**src/uhpm_pkg.sv**
```systemverilog
// Package: shared constants for the bridge power-management sequencer and its controller
package uhpm_pkg;
    // ----------------------------------------------------------------
    // Command codes carried over the command strobe
    // ----------------------------------------------------------------
    localparam logic [7:0] CMD_SLEEP = 8'h01;
    localparam logic [7:0] CMD_RUN = 8'h10;
    localparam logic [7:0] CMD_PERIPH_PM = 8'h12;
    localparam logic [7:0] CMD_PERIPH_RESET = 8'h13;
    localparam logic [7:0] CMD_GET_DESC = 8'h24;
    // Settings of the peripheral power command
    localparam logic [7:0] PM_RESUME = 8'h00;
    localparam logic [7:0] PM_SUSP_NO_RWU = 8'h01;
    localparam logic [7:0] PM_SUSP_RWU = 8'h02;
    // Event information bits
    localparam int EVT_ATTACH_CHANGE_BIT = 1;
    localparam int EVT_RWU_BIT = 0;
    // ----------------------------------------------------------------
    // Controller APB registers
    // ----------------------------------------------------------------
    localparam logic [7:0] REG_CMD = 8'h00;
    localparam logic [7:0] REG_WAKE = 8'h04;
    localparam logic [7:0] REG_STATUS = 8'h08;
    localparam logic [7:0] REG_EVENT = 8'h0c;
    localparam logic [31:0] REG_RESET_VAL = 32'h0000_0000;
    // Command register fields
    localparam int CMD_CODE_LSB = 0;
    localparam int CMD_ARG_LSB = 8;
    // Status register fields
    localparam int ST_READY_BIT = 0;
    localparam int ST_EVT_N_BIT = 1;
    localparam int ST_BUSY_BIT = 2;
    localparam int ST_WAKE_BIT = 3;
    // Wake pulse phase length in core cycles
    localparam logic [7:0] WAKE_PHASE_CYC = 8'h04;
endpackage

```
**src/uhpm_link_if.sv**
```systemverilog
// Interface: pins and command link between the controller and the bridge
`timescale 1ns/100ps
interface uhpm_link_if;
    logic cmd_valid;
    logic [7:0] cmd_code;
    logic [7:0] cmd_arg;
    logic wake_pin;
    logic serial_ready_out;
    logic event_irq_n;
    logic evt_valid;
    logic [7:0] evt_info;
    modport bridge (input cmd_valid, input cmd_code, input cmd_arg, input wake_pin,
                    output serial_ready_out, output event_irq_n, output evt_valid, output evt_info);
    modport ctrl (output cmd_valid, output cmd_code, output cmd_arg, output wake_pin,
                  input serial_ready_out, input event_irq_n, input evt_valid, input evt_info);
endinterface

```
**src/uhpm_bridge.sv**
```systemverilog
// Bridge power-management sequencer: sleep/active and USB port suspend/resume
//
// Summary of operation
// - CPU sends no commands while bridge sleeps
// - Sleep command enters sleep, ready drops
// - CPU wakes bridge with low-high-low pulse
// - Wake pulse without peripheral restores ready
// - Sleep accepted whatever run setting is
// - Setting 01h suspends, remote wakeup prohibited
// - Setting 00h resumes port and peripheral
// - Setting 02h suspends; remote wakeup resumes
// - Awake remote wakeup raises event
// - Sleep with peripheral suspends port first
// - Wake with peripheral resumes port, raises ready
// - Sleep keeps remote wakeup prohibited if unsupported
// - Asleep remote wakeup drives event pin low
// - Attach change asleep toggles event, reports flag
// - Unchanged attach state reports no event
// - CPU gets descriptor, resets on error
// - Detach-reattach unseen in remote-wakeup sleep
// - CPU probes descriptor after remote-wakeup sleep
// - Detach during sleep reported by bit 1
//
// The APB interface to the registers and the register addresses are this design's own decisions.
`timescale 1ns/100ps
module uhpm_bridge (
    input wire logic core_clk_i,
    input wire logic rst_i,
    uhpm_link_if.bridge link,
    input wire logic attached_i,
    input wire logic rwu_capable_i,
    input wire logic remote_wake_i,
    output logic port_suspend_o,
    output logic resume_o,
    output logic rwu_enable_o,
    output logic run_o
);
    // ----------------------------------------------------------------
    // Synchronisers for pins from outside
    // ----------------------------------------------------------------
    logic [2:0] wake_sync_ff;
    logic [1:0] att_sync_ff;
    logic [1:0] rwk_sync_ff;
    logic [1:0] cap_sync_ff;
    always_ff @(posedge core_clk_i or posedge rst_i) begin
        if (rst_i) begin
            wake_sync_ff <= 3'h0;
            att_sync_ff <= 2'h0;
            rwk_sync_ff <= 2'h0;
            cap_sync_ff <= 2'h0;
        end else begin
            wake_sync_ff <= {wake_sync_ff[1:0], link.wake_pin};
            att_sync_ff <= {att_sync_ff[0], attached_i};
            rwk_sync_ff <= {rwk_sync_ff[0], remote_wake_i};
            cap_sync_ff <= {cap_sync_ff[0], rwu_capable_i};
        end
    end
    logic wake_lvl;
    logic wake_prev;
    logic attached;
    logic rwk;
    assign wake_lvl = wake_sync_ff[1];
    assign wake_prev = wake_sync_ff[2];
    assign attached = att_sync_ff[1];
    assign rwk = rwk_sync_ff[1];

    // ----------------------------------------------------------------
    // Bridge state machine
    // ----------------------------------------------------------------
    typedef enum logic [2:0] {
        ST_ACTIVE = 3'h1,
        ST_SLEEP_HI = 3'h2,
        ST_SLEEP = 3'h4
    } uhpm_state_t;
    uhpm_state_t state_ff;
    logic asleep;
    assign asleep = (state_ff != ST_ACTIVE);
    logic cmd_ok;
    assign cmd_ok = link.cmd_valid && !asleep;
    logic sleep_cmd;
    assign sleep_cmd = cmd_ok && link.cmd_code == uhpm_pkg::CMD_SLEEP;
    logic pm_cmd;
    assign pm_cmd = cmd_ok && link.cmd_code == uhpm_pkg::CMD_PERIPH_PM;
    // Pulse complete when synced pin falls after a high phase seen in sleep
    logic wake_done;
    assign wake_done = (state_ff == ST_SLEEP_HI) && wake_prev && !wake_lvl;

    always_ff @(posedge core_clk_i or posedge rst_i) begin
        if (rst_i) begin
            state_ff <= ST_ACTIVE;
        end else begin
            case (state_ff)
                ST_ACTIVE: begin
                    if (sleep_cmd) begin
                        state_ff <= ST_SLEEP;
                    end
                end
                ST_SLEEP: begin
                    // Only a rise seen while asleep starts a pulse; pin is ignored while active
                    if (wake_lvl && !wake_prev) begin
                        state_ff <= ST_SLEEP_HI;
                    end
                end
                ST_SLEEP_HI: begin
                    if (wake_done) begin
                        state_ff <= ST_ACTIVE;
                    end
                end
                default: begin
                    state_ff <= ST_ACTIVE;
                end
            endcase
        end
    end

    // ----------------------------------------------------------------
    // Run setting, held only for the user side
    // ----------------------------------------------------------------
    logic run_ff;
    always_ff @(posedge core_clk_i or posedge rst_i) begin
        if (rst_i) begin
            run_ff <= 1'b0;
        end else if (cmd_ok && link.cmd_code == uhpm_pkg::CMD_RUN) begin
            run_ff <= link.cmd_arg[0];
        end
    end
    assign run_o = run_ff;

    // ----------------------------------------------------------------
    // USB port suspend / remote wakeup
    // ----------------------------------------------------------------
    logic susp_ff;
    logic rwu_ff;
    logic resume_ff;
    logic rwu_resume;
    assign rwu_resume = susp_ff && rwu_ff && rwk;
    always_ff @(posedge core_clk_i or posedge rst_i) begin
        if (rst_i) begin
            susp_ff <= 1'b0;
            rwu_ff <= 1'b0;
            resume_ff <= 1'b0;
        end else begin
            resume_ff <= 1'b0;
            if (sleep_cmd && attached) begin
                susp_ff <= 1'b1;
                rwu_ff <= cap_sync_ff[1];
            end else if (pm_cmd && link.cmd_arg == uhpm_pkg::PM_SUSP_NO_RWU && attached) begin
                susp_ff <= 1'b1;
                rwu_ff <= 1'b0;
            end else if (pm_cmd && link.cmd_arg == uhpm_pkg::PM_SUSP_RWU && attached) begin
                susp_ff <= 1'b1;
                rwu_ff <= 1'b1;
            end else if (susp_ff && (wake_done || (pm_cmd && link.cmd_arg == uhpm_pkg::PM_RESUME))) begin
                susp_ff <= 1'b0;
                resume_ff <= 1'b1;
            end else if (rwu_resume && !asleep) begin
                susp_ff <= 1'b0;
                resume_ff <= 1'b1;
            end
        end
    end
    assign port_suspend_o = susp_ff;
    assign resume_o = resume_ff;
    assign rwu_enable_o = rwu_ff;

    // ----------------------------------------------------------------
    // Attach tracking and event reporting
    // ----------------------------------------------------------------
    logic att_before_ff;
    logic irq_n_ff;
    logic rwk_seen_ff;
    logic evt_valid_ff;
    logic [7:0] evt_info_ff;
    // Remote-wakeup sleep leaves the port suspended; a detach/reattach is not tracked there
    logic att_watch;
    assign att_watch = !(susp_ff && rwu_ff);
    logic att_changed;
    assign att_changed = att_watch && (attached != att_before_ff);
    always_ff @(posedge core_clk_i or posedge rst_i) begin
        if (rst_i) begin
            att_before_ff <= 1'b0;
            irq_n_ff <= 1'b1;
            rwk_seen_ff <= 1'b0;
            evt_valid_ff <= 1'b0;
            evt_info_ff <= 8'h00;
        end else begin
            evt_valid_ff <= 1'b0;
            if (!asleep) begin
                irq_n_ff <= 1'b1;
                if (att_changed) begin
                    // Reports both awake changes and changes found on waking
                    att_before_ff <= attached;
                    evt_valid_ff <= 1'b1;
                    evt_info_ff <= 8'h00;
                    evt_info_ff[uhpm_pkg::EVT_ATTACH_CHANGE_BIT] <= 1'b1;
                end else if (rwk_seen_ff || rwu_resume) begin
                    rwk_seen_ff <= 1'b0;
                    evt_valid_ff <= 1'b1;
                    evt_info_ff <= 8'h00;
                    evt_info_ff[uhpm_pkg::EVT_RWU_BIT] <= 1'b1;
                end
            end else begin
                if (rwu_resume && !rwk_seen_ff) begin
                    rwk_seen_ff <= 1'b1;
                    irq_n_ff <= 1'b0;
                end
                if (att_changed) begin
                    irq_n_ff <= 1'b0;
                end
                // Equal attach state at wake gives no event since att_changed stays low
            end
        end
    end
    assign link.serial_ready_out = !asleep;
    assign link.event_irq_n = irq_n_ff;
    assign link.evt_valid = evt_valid_ff;
    assign link.evt_info = evt_info_ff;
endmodule

```
**src/flat_wrapper.sv**
```systemverilog
// flat-port wrapper written by rule: the top's interface ports become plain ports
module uhpm_bridge_flat 
  (core_clk_i, rst_i, attached_i, rwu_capable_i, remote_wake_i, port_suspend_o, resume_o, rwu_enable_o, run_o, link_cmd_valid, link_cmd_code, link_cmd_arg, link_wake_pin, link_serial_ready_out, link_event_irq_n, link_evt_valid, link_evt_info);
  uhpm_link_if link_i ();
  input wire logic core_clk_i;
  input wire logic rst_i;
  input wire logic attached_i;
  input wire logic rwu_capable_i;
  input wire logic remote_wake_i;
  output logic port_suspend_o;
  output logic resume_o;
  output logic rwu_enable_o;
  output logic run_o;
  input wire logic [$bits(link_i.cmd_valid)-1:0] link_cmd_valid;
  input wire logic [$bits(link_i.cmd_code)-1:0] link_cmd_code;
  input wire logic [$bits(link_i.cmd_arg)-1:0] link_cmd_arg;
  input wire logic [$bits(link_i.wake_pin)-1:0] link_wake_pin;
  output wire logic [$bits(link_i.serial_ready_out)-1:0] link_serial_ready_out;
  output wire logic [$bits(link_i.event_irq_n)-1:0] link_event_irq_n;
  output wire logic [$bits(link_i.evt_valid)-1:0] link_evt_valid;
  output wire logic [$bits(link_i.evt_info)-1:0] link_evt_info;
  assign link_i.cmd_valid = link_cmd_valid;
  assign link_i.cmd_code = link_cmd_code;
  assign link_i.cmd_arg = link_cmd_arg;
  assign link_i.wake_pin = link_wake_pin;
  assign link_serial_ready_out = link_i.serial_ready_out;
  assign link_event_irq_n = link_i.event_irq_n;
  assign link_evt_valid = link_i.evt_valid;
  assign link_evt_info = link_i.evt_info;
  uhpm_bridge u_core (.core_clk_i(core_clk_i), .rst_i(rst_i), .link(link_i), .attached_i(attached_i), .rwu_capable_i(rwu_capable_i), .remote_wake_i(remote_wake_i), .port_suspend_o(port_suspend_o), .resume_o(resume_o), .rwu_enable_o(rwu_enable_o), .run_o(run_o));
endmodule
```
**config.mk**
```make
export PLATFORM = sky130hd
export DESIGN_NAME = uhpm_bridge_flat
export DESIGN_NICKNAME = d
export VERILOG_FILES = /design/src/uhpm_pkg.sv /design/src/uhpm_link_if.sv /design/src/uhpm_bridge.sv /design/src/flat_wrapper.sv
export SDC_FILE = /design/constraint.sdc
export NUM_CORES = 1
export LEC_CHECK = 0
export ABC_AREA = 1
export BUFFER_PORTS_ARGS = -buffer_cell sky130_fd_sc_hd__buf_4
export CAP_MARGIN = 5
export CELL_PAD_IN_SITES_DETAIL_PLACEMENT = 2
export CELL_PAD_IN_SITES_GLOBAL_PLACEMENT = 2
export CORE_ASPECT_RATIO = 1.75
export CORE_MARGIN = 2
export CORE_UTILIZATION = 24
export DETAILED_ROUTE_END_ITERATION = 7
export GPL_ROUTABILITY_DRIVEN = 0
export PLACE_DENSITY_LB_ADDON = 0.1
export SLEW_MARGIN = 10
export SYNTH_ARGS = -nofsm -noshare
export SYNTH_HDL_FRONTEND = slang
export SYNTH_SLANG_ARGS = --single-unit
```
**constraint.sdc**
```tcl
create_clock -name core_clk_i -period 1.4 [get_ports core_clk_i]
set_input_delay 0.35 -clock core_clk_i [delete_from_list [all_inputs] [get_ports core_clk_i]]
set_output_delay 0.35 -clock core_clk_i [all_outputs]
set_load 0.01 [all_outputs]
```
# Word level (Yosys, flattened, before mapping)
# Index checks and enable logic that the tools add are counted.
# W data, S select, Z words.
# totals
register_bits	28
latch_bits	0
mem_bits_rw	0
rom_bits	0
input_bits	23
out_inout_bits	15
wordCells	95
n_memories	0
# classes
addsub	0
multipliers	0
div	0
order_cmp	0
eq_ne	16
n_shift	0
muxes	29
n_bitwise	1
n_reduce_logical	35
# op_table
op	n
$mux W1	23
$logic_and A1 B1 Y1	19
$eq A8 B1 Y1 const B	2
$eq A8 B5 Y1 const B	2
$mux W8	2
$mux W3	3
$pmux W3 S3	1
$eq A8 B2 Y1 const B	1
$logic_not A8 Y1	1
$ne A2 B1 Y1 const B	4
$reduce_and A3 Y1	2
$logic_not A1 Y1	5
$reduce_bool A5 Y1	1
$reduce_and A2 Y1	2
$reduce_bool A2 Y1	2
$eq A3 B1 Y1 const B	1
$eq A3 B2 Y1 const B	1
$eq A3 B3 Y1 const B	1
$ne A3 B1 Y1 const B	1
$ne A3 B3 Y1 const B	1
$reduce_bool A3 Y1	1
$logic_or A1 B1 Y1	2
$ne A2 B2 Y1 const B	1
$ne A1 B1 Y1	1
$not A1 Y1	1

# Longest topological paths before layout
# Gate-level depths: netlist (run 1).
# logic_depth
word_depth	11
ltp_mapped	9

# Least setup slack after synthesis (run 1)
# Ideal clock, no wire load.
# synth_timing
path_type	reg-to-reg
from	reg u_core.state_ff[0]
to	reg u_core.att_before_ff
setup_time_ns	0.125
arrival_ns	1.196
t_required_ns	1.275
path_slack_ns	0.079
path_stages_with_launch	5
path_cell_list	dfstp_2 nand3_2 inv_2 nand2_2 mux2_4
# synth_between
elab_chain_cells	3
# synth_rtl
item	line	source
start: declaration	uhpm_bridge.sv:75	uhpm_state_t state_ff;
start signal: assignment	uhpm_bridge.sv:90	state_ff <= ST_ACTIVE;
start signal: assignment	uhpm_bridge.sv:95	state_ff <= ST_SLEEP;
start signal: assignment	uhpm_bridge.sv:101	state_ff <= ST_SLEEP_HI;
$ne A3 B1 Y1	uhpm_bridge.sv:77	assign asleep = (state_ff != ST_ACTIVE);
$not A1 Y1 (no line)	n/a	
$reduce_and A2 Y1 (no line)	n/a	
end signal: assignment	uhpm_bridge.sv:192	att_before_ff <= attached;
end: declaration	uhpm_bridge.sv:169	logic att_before_ff;
# No other way between the ends.
# A chain may end at the register's enable or synchronous reset.

# Worst setup path after layout (run 1)
# layout_timing
from	reg u_core.state_ff[0]
to	out link_serial_ready_out
# layout_between
elab_chain_cells	2
# layout_rtl
item	line	source
$ne A3 B1 Y1	uhpm_bridge.sv:77	
$logic_not A1 Y1	uhpm_bridge.sv:214	assign link.serial_ready_out = !asleep;
end: declaration	flat_wrapper.sv:18	output wire logic [$bits(link_i.serial_ready_out)-1:0] link_serial_ready_out;
# No other way between the ends.

==> results of run 1 <==
[worst max-delay path by stage]
stage                     depth (start not counted)  slack (ns)                     to                from
after floorplan                                   4        0.08   u_core.att_before_ff  u_core.state_ff[0]
after global placement                            7     -0.0009    u_core.rwu_enable_o  u_core.state_ff[0]
after detailed placement                          6       -0.04     u_core.state_ff[1]  u_core.state_ff[0]
after CTS                                         3       -0.08  link_serial_ready_out  u_core.state_ff[0]
after global routing                              7       -0.16     u_core.state_ff[1]  u_core.state_ff[0]
final                                             3       -0.09  link_serial_ready_out  u_core.state_ff[0]
[state kept, by name, indices dropped and copies added (netlist names)]
name,count
u_core.att_before_ff,1
u_core.link.evt_info,2
u_core.resume_o,1
u_core.link.event_irq_n,1
u_core.state_ff,3
u_core.rwk_sync_ff,2
u_core.att_sync_ff,2
u_core.run_o,1
u_core.port_suspend_o,1
u_core.cap_sync_ff,2
u_core.wake_sync_ff,3
u_core.link.evt_valid,1
u_core.rwk_seen_ff,1
u_core.rwu_enable_o,1
[routing by layer]
| metal | up-vias | GRT usage, % | wire (um) |
|---|---|---|---|
| met2 | 28 | 25.81 | 1755 |
| met3 | 5 | 1.151 | 157 |
| met1 | 473 | 12.50 | 927 |
| met5 | - | 0 | 0 |
| li1 | 459 | - | - |
| met4 | 0 | 6.875 | 73 |
[synth_stat cells]
| master | count | area, um^2 |
|---|---|---|
| o21bai_1 | 1 | 7.510 |
| o21ai_1 | 1 | 5.000 |
| nand4_1 | 2 | 12.51 |
| dfrtp_1 | 20 | 500.5 |
| nor4_1 | 1 | 6.260 |
| nand2_1 | 19 | 71.32 |
| mux2_4 | 1 | 15.01 |
| or2_2 | 1 | 6.260 |
| dfstp_2 | 2 | 52.55 |
| nor2_2 | 1 | 6.260 |
| inv_2 | 1 | 3.750 |
| conb_1 | 1 | 3.750 |
| nor3_1 | 3 | 15.01 |
| nor2_4 | 1 | 11.26 |
| nand3b_1 | 2 | 15.01 |
| a21oi_2 | 1 | 8.760 |
| o21ai_0 | 6 | 30.03 |
| nor2_1 | 19 | 71.32 |
| nand2_2 | 1 | 6.260 |
| a21oi_1 | 2 | 10.01 |
| inv_1 | 17 | 63.81 |
| o31ai_1 | 2 | 15.01 |
| nand3_2 | 3 | 30.03 |
| buf_4 | 6 | 45.04 |
| nand3_1 | 8 | 40.04 |
[cells by family after synthesis]
family	after synthesis	share of synthesized area, %
compound gates	13	7.253
buf+inv	24	10.70
flops	22	52.56
mux	1	1.426
other cells	1	0.3564
simple gates	61	27.71
[area by class of cell]
class / count / area share, %
Inverter: 18 / 4.607
Timing Repair Buffer: 40 / 20.99
Tap cell: 49 / 4.181
Multi-Input combinational cell: 81 / 29.44
Sequential cell: 22 / 37.71
Clock buffer: 4 / 3.072
[power by group through the flow]
stage / Sequential, mW / Combinational [mW] / Clock [mW]
final: 0.730 / 0.352 / 0.410
after global routing: 0.742 / 0.391 / 0.451
after CTS: 0.731 / 0.354 / 0.425
after detailed placement: 0.742 / 0.312 / 0
after global placement: 0.738 / 0.305 / 0
after floorplan: 0.744 / 0.154 / 0
[worst max-delay path, delay by kind of cell, from the launching register on]
family        cells  cell delay, ns
simple gates      1            0.11
flops             1            0.58
buf+inv           2            0.19
[timing repair]
item,CTS,global route
setup endpoints to repair,7,10
gates cloned,0,0
setup buffers,5,0
pin swaps,1,2
resized for setup,5,5
==> out/metrics.cfg, run 1 <==
[run_status]
status=finished with violations
violations=setup timing

[setup_path]
regToRegEndpoint=u_core.att_before_ff
path_cells=nand3_4 -> inv_2 -> buf_6
required_ns=1.05
crit_path_max_fanout=3
crit_path_start_kind=register
r2r_start=u_core.state_ff[0]
worstSetupPathType=reg -> out
cpPeakStageDelay_ns=0.58
r2r_cells=6
arrival_ns=1.14
worstSetupEndpointType=output port
cp_slowest_cell=dfstp_2
reg2reg_setup_slack_ns=-0.08

[global_routing]
globalRouteOverflowTotal=0
grt_pass1_wl_um=4747
grt_start_max_net_pins=23
antenna_found_initial=0
grtUsageTotal_pct=13.31
grt_pass1_vias=1103

[final_layout]
fillCellCount=501
syn2layout_area_growth_pct=39.36
diodes=0
final_area_um2=1466
sequential_cell_area_um2=553.0
final_core_util_pct=35.01
fin_cells=214
drive_above_1_share_pct=36.36
final_cell_mix=buf_4, dfrtp_1, nand2_1, nor2_1, inv_1
multi_input_area_um2=431.7
nNetsFinal=189
mostFrequentLayoutCell=buf_4

[drt]
ant_nets=0
routed_wl_um=2913
via_count=965
drt_pass1_iterations=4
viasPerCell=4.509
drt_iter0_drc=11
drc=0
post_drt_wl_per_cell_um=13.61

[placement]
dpl-instance-area_um2=1350
dp_slack_ns=-0.04253
numPortBuffers=31
dp_cells=205
hpwl_um=2373

[clock_tree]
insertion_delay_ns=0.27
cts_tree=built
cts.sinks=22
cts_buffer_depth=2
cts-root-buf=clkbuf_8
clkTransAtPathRegs_ns=0.08
cts_hold_buf=0
h-tree-depth=1
cts_buffers=3

[timing]
slew_viol_final=0
fin_ws_ns=-0.08825
clock_skew_ns=0.003073
max_freq_mhz=671.9
finalHoldViolCount=0
tns_ns=-0.2858
whs_ns=0.1122
fin_crit_sh_pct=106.3
rsz0062_at_grt=yes
setup_viol=6
post-route-min-period_ns=1.488

[logic_synthesis]
ys_warn_count=0
syn_area_um2=1052
yosysUniqueCellTypes=25
ys_seq_elements=22
synthCells=122
synth.yosys.seq_area_share_pct=52.56
avgSynthCellArea_um2=8.625

[run]
cap_violations=0

[floorplanning]
die_w_um=54.06
ios=38
fp.dieArea_um2=4951
start_util_pct=25.12
fp-row-count=31
chipHeight_um=91.60
core_um2=4189

[min_path]
hold_path_class=in -> async

[power]
p_per_area_nw_per_um2=1018
p_seq_share_pct=48.9
p_int_mw=1.085
power_mw=1.492
p_sw_mw=0.4074
ir_drop_v=0.0006476
combPwrFrac_pct=23.6
clockPowerShare_pct=27.5
p_leak_nw=0.7672
switching_share_pct=27.30

No activity file was read; power rests on OpenSTA's default activity.
==> run 2, diff against run 1 <==
--- a/config.mk
+++ b/config.mk
@@ -11,8 +11,9 @@
 export CELL_PAD_IN_SITES_DETAIL_PLACEMENT = 2
 export CELL_PAD_IN_SITES_GLOBAL_PLACEMENT = 2
 export CORE_ASPECT_RATIO = 1.75
-export CORE_MARGIN = 2
+export CORE_MARGIN = 3
 export CORE_UTILIZATION = 24
+export CTS_CLUSTER_SIZE = 24
 export DETAILED_ROUTE_END_ITERATION = 7
 export GPL_ROUTABILITY_DRIVEN = 0
 export PLACE_DENSITY_LB_ADDON = 0.1
==> run 2 against run 1 <==
Net effect: the run still ends with setup timing left; sequential share of layout area shrank 0.48 points; core utilization increased by 0.45 points; cell area up 1.3%; critical path depth unchanged; highest routed layer unchanged.
==> out/metrics.cfg, run 2 (synthesis gave the netlist of run 1 again) <==
[global_routing]
grtUsageTotal_pct=12.21
globalRouteOverflowTotal=0
grt_start_max_net_pins=23
grt_pass1_vias=1105
antenna_found_initial=0
grt_pass1_wl_um=5078

[power]
switching_share_pct=26.74
p_leak_nw=0.7650
p_sw_mw=0.3954
ir_drop_v=0.0007473
p_int_mw=1.083
clockPowerShare_pct=26.7
combPwrFrac_pct=23.9
power_mw=1.478
p_per_area_nw_per_um2=995.4
p_seq_share_pct=49.3

[final_layout]
diodes=0
final_cell_mix=buf_4, dfrtp_1, nor2_1
mostFrequentLayoutCell=buf_4
syn2layout_area_growth_pct=41.14
nNetsFinal=188
drive_above_1_share_pct=40.24
reg_top3=u_core.state_ff: 3 flops, u_core.wake_sync_ff: 3 flops

[setup_path]
worstSetupPathType=reg -> out
reg2reg_setup_slack_ns=-0.03
worstSetupEndpointType=output port
arrival_ns=1.10
crit_path_max_fanout=3
required_ns=1.05
crit_path_start_kind=register

[drt]
drt_iter0_drc=20
wl_met1_um=966
routed_wl_um=2934
drc=0
drt_pass1_iterations=4
wl_met3_um=155
viasPerCell=4.498
ant_nets=0
dr_wl_met2_um=1766
post_drt_wl_per_cell_um=13.77
via_count=958
highest_layer=met4

[floorplanning]
core_um2=4189
fp.dieArea_um2=5246
start_util_pct=25.12
fp-row-count=31
die_w_um=56.06
chipHeight_um=93.60
ios=38

[run_status]
violations=setup timing
status=finished with violations

[clock_tree]
insertion_delay_ns=0.26
cts_buffer_depth=2
h-tree-depth=1
cts.sinks=22
cts_buffers=3
clkTransAtPathRegs_ns=0.08
cts_hold_buf=0
cts-root-buf=clkbuf_8
cts_tree=built

[placement]
hpwl_um=2354
dp_slack_ns=-0.04157
numPortBuffers=31

[run]
cap_violations=0

[timing]
fin_ws_ns=-0.05057
whs_ns=0.1309
setup_viol=3
post-route-min-period_ns=1.451
slew_viol_final=0
max_freq_mhz=689.4
fin_crit_sh_pct=103.6
rsz0062_at_grt=yes
finalHoldViolCount=0
clock_skew_ns=0.009680

[min_path]
hold_path_class=in -> async

## run 2: cell count changes in the layout (fill, tap and decap cells not counted)
| cell | delta |
|---|---|
| buf_4 | -2 |
| inv_1 | -2 |
| nand2_1 | -2 |
| nand2_2 | +2 |
| nand3_1 | -2 |
| nand3_2 | +2 |
| buf_6 | +1 |
| inv_2 | +1 |
| inv_4 | +1 |
| nor3_1 | -1 |
| nor3_2 | +1 |
| o21ai_0 | +1 |
| o21ai_1 | -1 |
## run 2: repair_timing
action                     CTS  global route
buffers inserted             5             0
gates cloned                 0             0
pin swaps                    1             5
setup endpoints to repair    6             9
gates resized for setup      6            12
## run 2: worst max-delay path, stage by stage, from the launching register on
cell and delay (ns):
dfstp_2 0.56, nand3_4 0.11, inv_4 0.08, buf_6 0.09
## run 2: routing by layer
layer / track usage (%) / vias up
li1: - / 459
met1: 12.05 / 467
met5: 0 / -
met4: 4.752 / 0
met3: 2.348 / 4
met2: 24.12 / 28
## run 2: metrics by stage
stage / setup TNS, ns / cells / instance area, um^2 / util [%]
2_1_floorplan: 0 / 127 / 1071 / -
3_3_place_gp: -0.01682 / 205 / 1350 / 32.23
3_5_place_dp: -0.09109 / 205 / 1350 / 32.23
4_1_cts: -0.2387 / 213 / 1449 / 34.59
5_1_grt: -0.6738 / 213 / 1485 / 35.45
6_report: -0.1029 / 213 / 1485 / 35.45
## run 2: worst paths after layout
kind,startpoint,to,cells after the start
setup / recovery,u_core.state_ff[0],link_serial_ready_out,3
hold / removal,rst_i,u_core.rwk_sync_ff[0],3
setup reg to reg,u_core.state_ff[0],u_core.port_suspend_o,8
hold reg to reg,u_core.rwk_sync_ff[0],u_core.rwk_sync_ff[1],0
max in group asynchronous,rst_i,u_core.state_ff[0],3
min in group core_clk_i,remote_wake_i,u_core.rwk_sync_ff[0],1
## run 2: power by group through the flow
stage | Clock [mW] | Combinational [mW] | Sequential [mW]
finish | 0.395 | 0.354 | 0.729
detailed placement | 0 | 0.309 | 0.742
floorplan | 0 | 0.154 | 0.744
CTS | 0.419 | 0.351 | 0.730
global route | 0.456 | 0.398 | 0.737
global placement | 0 | 0.305 | 0.738
## run 2: final cells by class
type	instances	area (um^2)
Timing Repair Buffer	39	304.0
Clock buffer	4	45.04
Sequential cell	22	553.0
Fill cell	507	2704
Inverter	18	70.07
Multi-Input combinational cell	81	451.7
Tap cell	49	61.31
==> run 3, diff against run 2 <==
--- a/config.mk
+++ b/config.mk
@@ -10,7 +10,6 @@
 export CAP_MARGIN = 5
 export CELL_PAD_IN_SITES_DETAIL_PLACEMENT = 2
 export CELL_PAD_IN_SITES_GLOBAL_PLACEMENT = 2
-export CORE_ASPECT_RATIO = 1.75
 export CORE_MARGIN = 3
 export CORE_UTILIZATION = 24
 export CTS_CLUSTER_SIZE = 24
==> run 3 against run 2 <==
Net effect: the flow still finishes with violations (setup timing); critical path depth unchanged; power increased by 0.23%; core utilization increased by 1.3 points; combinational power increased by 3%; first-iteration DRC count increased by 5.0%; sequential power about the same; worst setup slack got worse by 0.014 ns; critical endpoint unchanged.
==> out/metrics.cfg, run 3 (synthesis gave the netlist of run 1 again) <==
[floorplanning]
ios=38
fp-row-count=23
start_util_pct=25.57
fp.dieArea_um2=5215
die_w_um=72.22
chipHeight_um=72.22
core_um2=4115

[final_layout]
final_area_um2=1513
final_core_util_pct=36.76
reg_top3=u_core.state_ff: 3 flops, u_core.wake_sync_ff: 3 flops
nNetsFinal=190
syn2layout_area_growth_pct=43.76
fillCellCount=476
mostFrequentLayoutCell=buf_4
final_cell_mix=buf_4, dfrtp_1, nor2_1
fin_cells=215
diodes=0
drive_above_1_share_pct=41.82

[setup_path]
crit_family=flip-flops
crit_buf_inv=2
cp_slowest_cell=dfstp_2
cpPeakStageDelay_ns=0.56
worstSetupPathType=reg -> out
crit_path_start_kind=register
worstSetupEndpointType=output port
crit_path_max_fanout=2
arrival_ns=1.11
path_cells=nand3_4 -> inv_2 -> buf_6
required_ns=1.05

[timing]
tns_ns=-0.1238
fin_ws_ns=-0.06462
setup_viol=3
clock_skew_ns=0.002699
slew_viol_final=0
finalHoldViolCount=0
post-route-min-period_ns=1.465
fin_crit_sh_pct=104.6
rsz0062_at_grt=yes
max_freq_mhz=682.8

[global_routing]
globalRouteOverflowTotal=0
grt_use_met2_pct=23.26
met1_usage_pct=14.47
grt_pass1_vias=1088
grtUsageTotal_pct=12.75
antenna_found_initial=0
grt_pass1_wl_um=5147
grt_start_max_net_pins=23
grt.met3_usage_pct=2.078
busiest_layer=met2

[clock_tree]
cts_buffer_depth=2
h-tree-depth=1
cts.sinks=22
clkTransAtPathRegs_ns=0.07
insertion_delay_ns=0.26
cts_tree=built
cts-root-buf=clkbuf_8
cts_buffers=3

[placement]
dpl-instance-area_um2=1351
numPortBuffers=31
dp_cells=206
hpwl_um=2272

[power]
clockPowerShare_pct=26.1
combPwrFrac_pct=24.7
p_sw_mw=0.4081
p_per_area_nw_per_um2=979.5
p_leak_nw=0.7769
p_seq_share_pct=49.2
switching_share_pct=27.55
ir_drop_v=0.0004924
p_int_mw=1.074

[drt]
routed_wl_um=3104
ant_nets=0
drt_iter0_drc=21
post_drt_wl_per_cell_um=14.44
viasPerCell=4.530
via_count=974
drt_pass1_iterations=4
drc=0

[min_path]
hold_path_class=in -> async

[run_status]
status=finished with violations
violations=setup timing

[run]
cap_violations=0

==> run 3: metal layers <==
layer	share of wire, %	up-vias
met5	0	-
met4	1.8	0
met3	6.4	5
met2	54	32
met1	38	476
li1	-	461
==> run 3: power groups by stage <==
stage	combinational, mW	clock, mW	sequential, mW
2_1_floorplan	0.154	0	0.744
3_3_place_gp	0.291	0	0.737
3_5_place_dp	0.299	0	0.743
4_1_cts	0.346	0.417	0.730
5_1_grt	0.408	0.429	0.736
6_report	0.365	0.387	0.729
==> run 3: cell type report <==
| class | count | area, um^2 | share of cell area, % |
|---|---|---|---|
| Clock buffer | 3 | 41.29 | 2.730 |
| Timing Repair Buffer | 41 | 327.8 | 21.67 |
| Multi-Input combinational cell | 81 | 459.2 | 30.36 |
| Inverter | 18 | 67.56 | 4.467 |
| Tap cell | 50 | 62.56 | 4.136 |
| Sequential cell | 22 | 554.3 | 36.64 |
==> run 3: tightest hold or removal path: cells and delay by family <==
family   cells  cell delay (ns)
buf+inv      3             0.43
==> run 3: metrics by stage <==
| step | worst slack (ns) | hold slack, ns | power, mW |
|---|---|---|---|
| 3_3_place_gp | 0.009708 | 0.3312 | 1.028 |
| 3_5_place_dp | 0.0008935 | 0.3381 | 1.042 |
| 2_1_floorplan | 0.07854 | 0.3312 | 0.8978 |
| 4_1_cts | -0.06244 | 0.1349 | 1.493 |
| 6_report | -0.06462 | 0.1241 | 1.482 |
| 5_1_grt | -0.1694 | 0.1441 | 1.574 |
==> run 3: worst paths after layout <==
| check | from | end | slack, ns | cells after the start |
|---|---|---|---|---|
| setup / recovery | u_core.state_ff[0] | link_serial_ready_out | -0.06 | 3 |
| hold / removal | rst_i | u_core.rwk_sync_ff[0] | 0.12 | 3 |
| setup reg to reg | u_core.state_ff[0] | u_core.port_suspend_o | -0.04 | 8 |
| hold reg to reg | u_core.wake_sync_ff[0] | u_core.wake_sync_ff[1] | 0.35 | 0 |
| max in group asynchronous | rst_i | u_core.state_ff[0] | 1.00 | 3 |
| min in group core_clk_i | attached_i | u_core.att_sync_ff[0] | 0.19 | 1 |
==> run 3: timing repair <==
item | in CTS | in global routing
resized for setup | 8 | 13
pin swaps | 5 | 7
endpoints found under the setup margin | 3 | 9
hold buffers | 0 | 0
setup buffers | 4 | 2
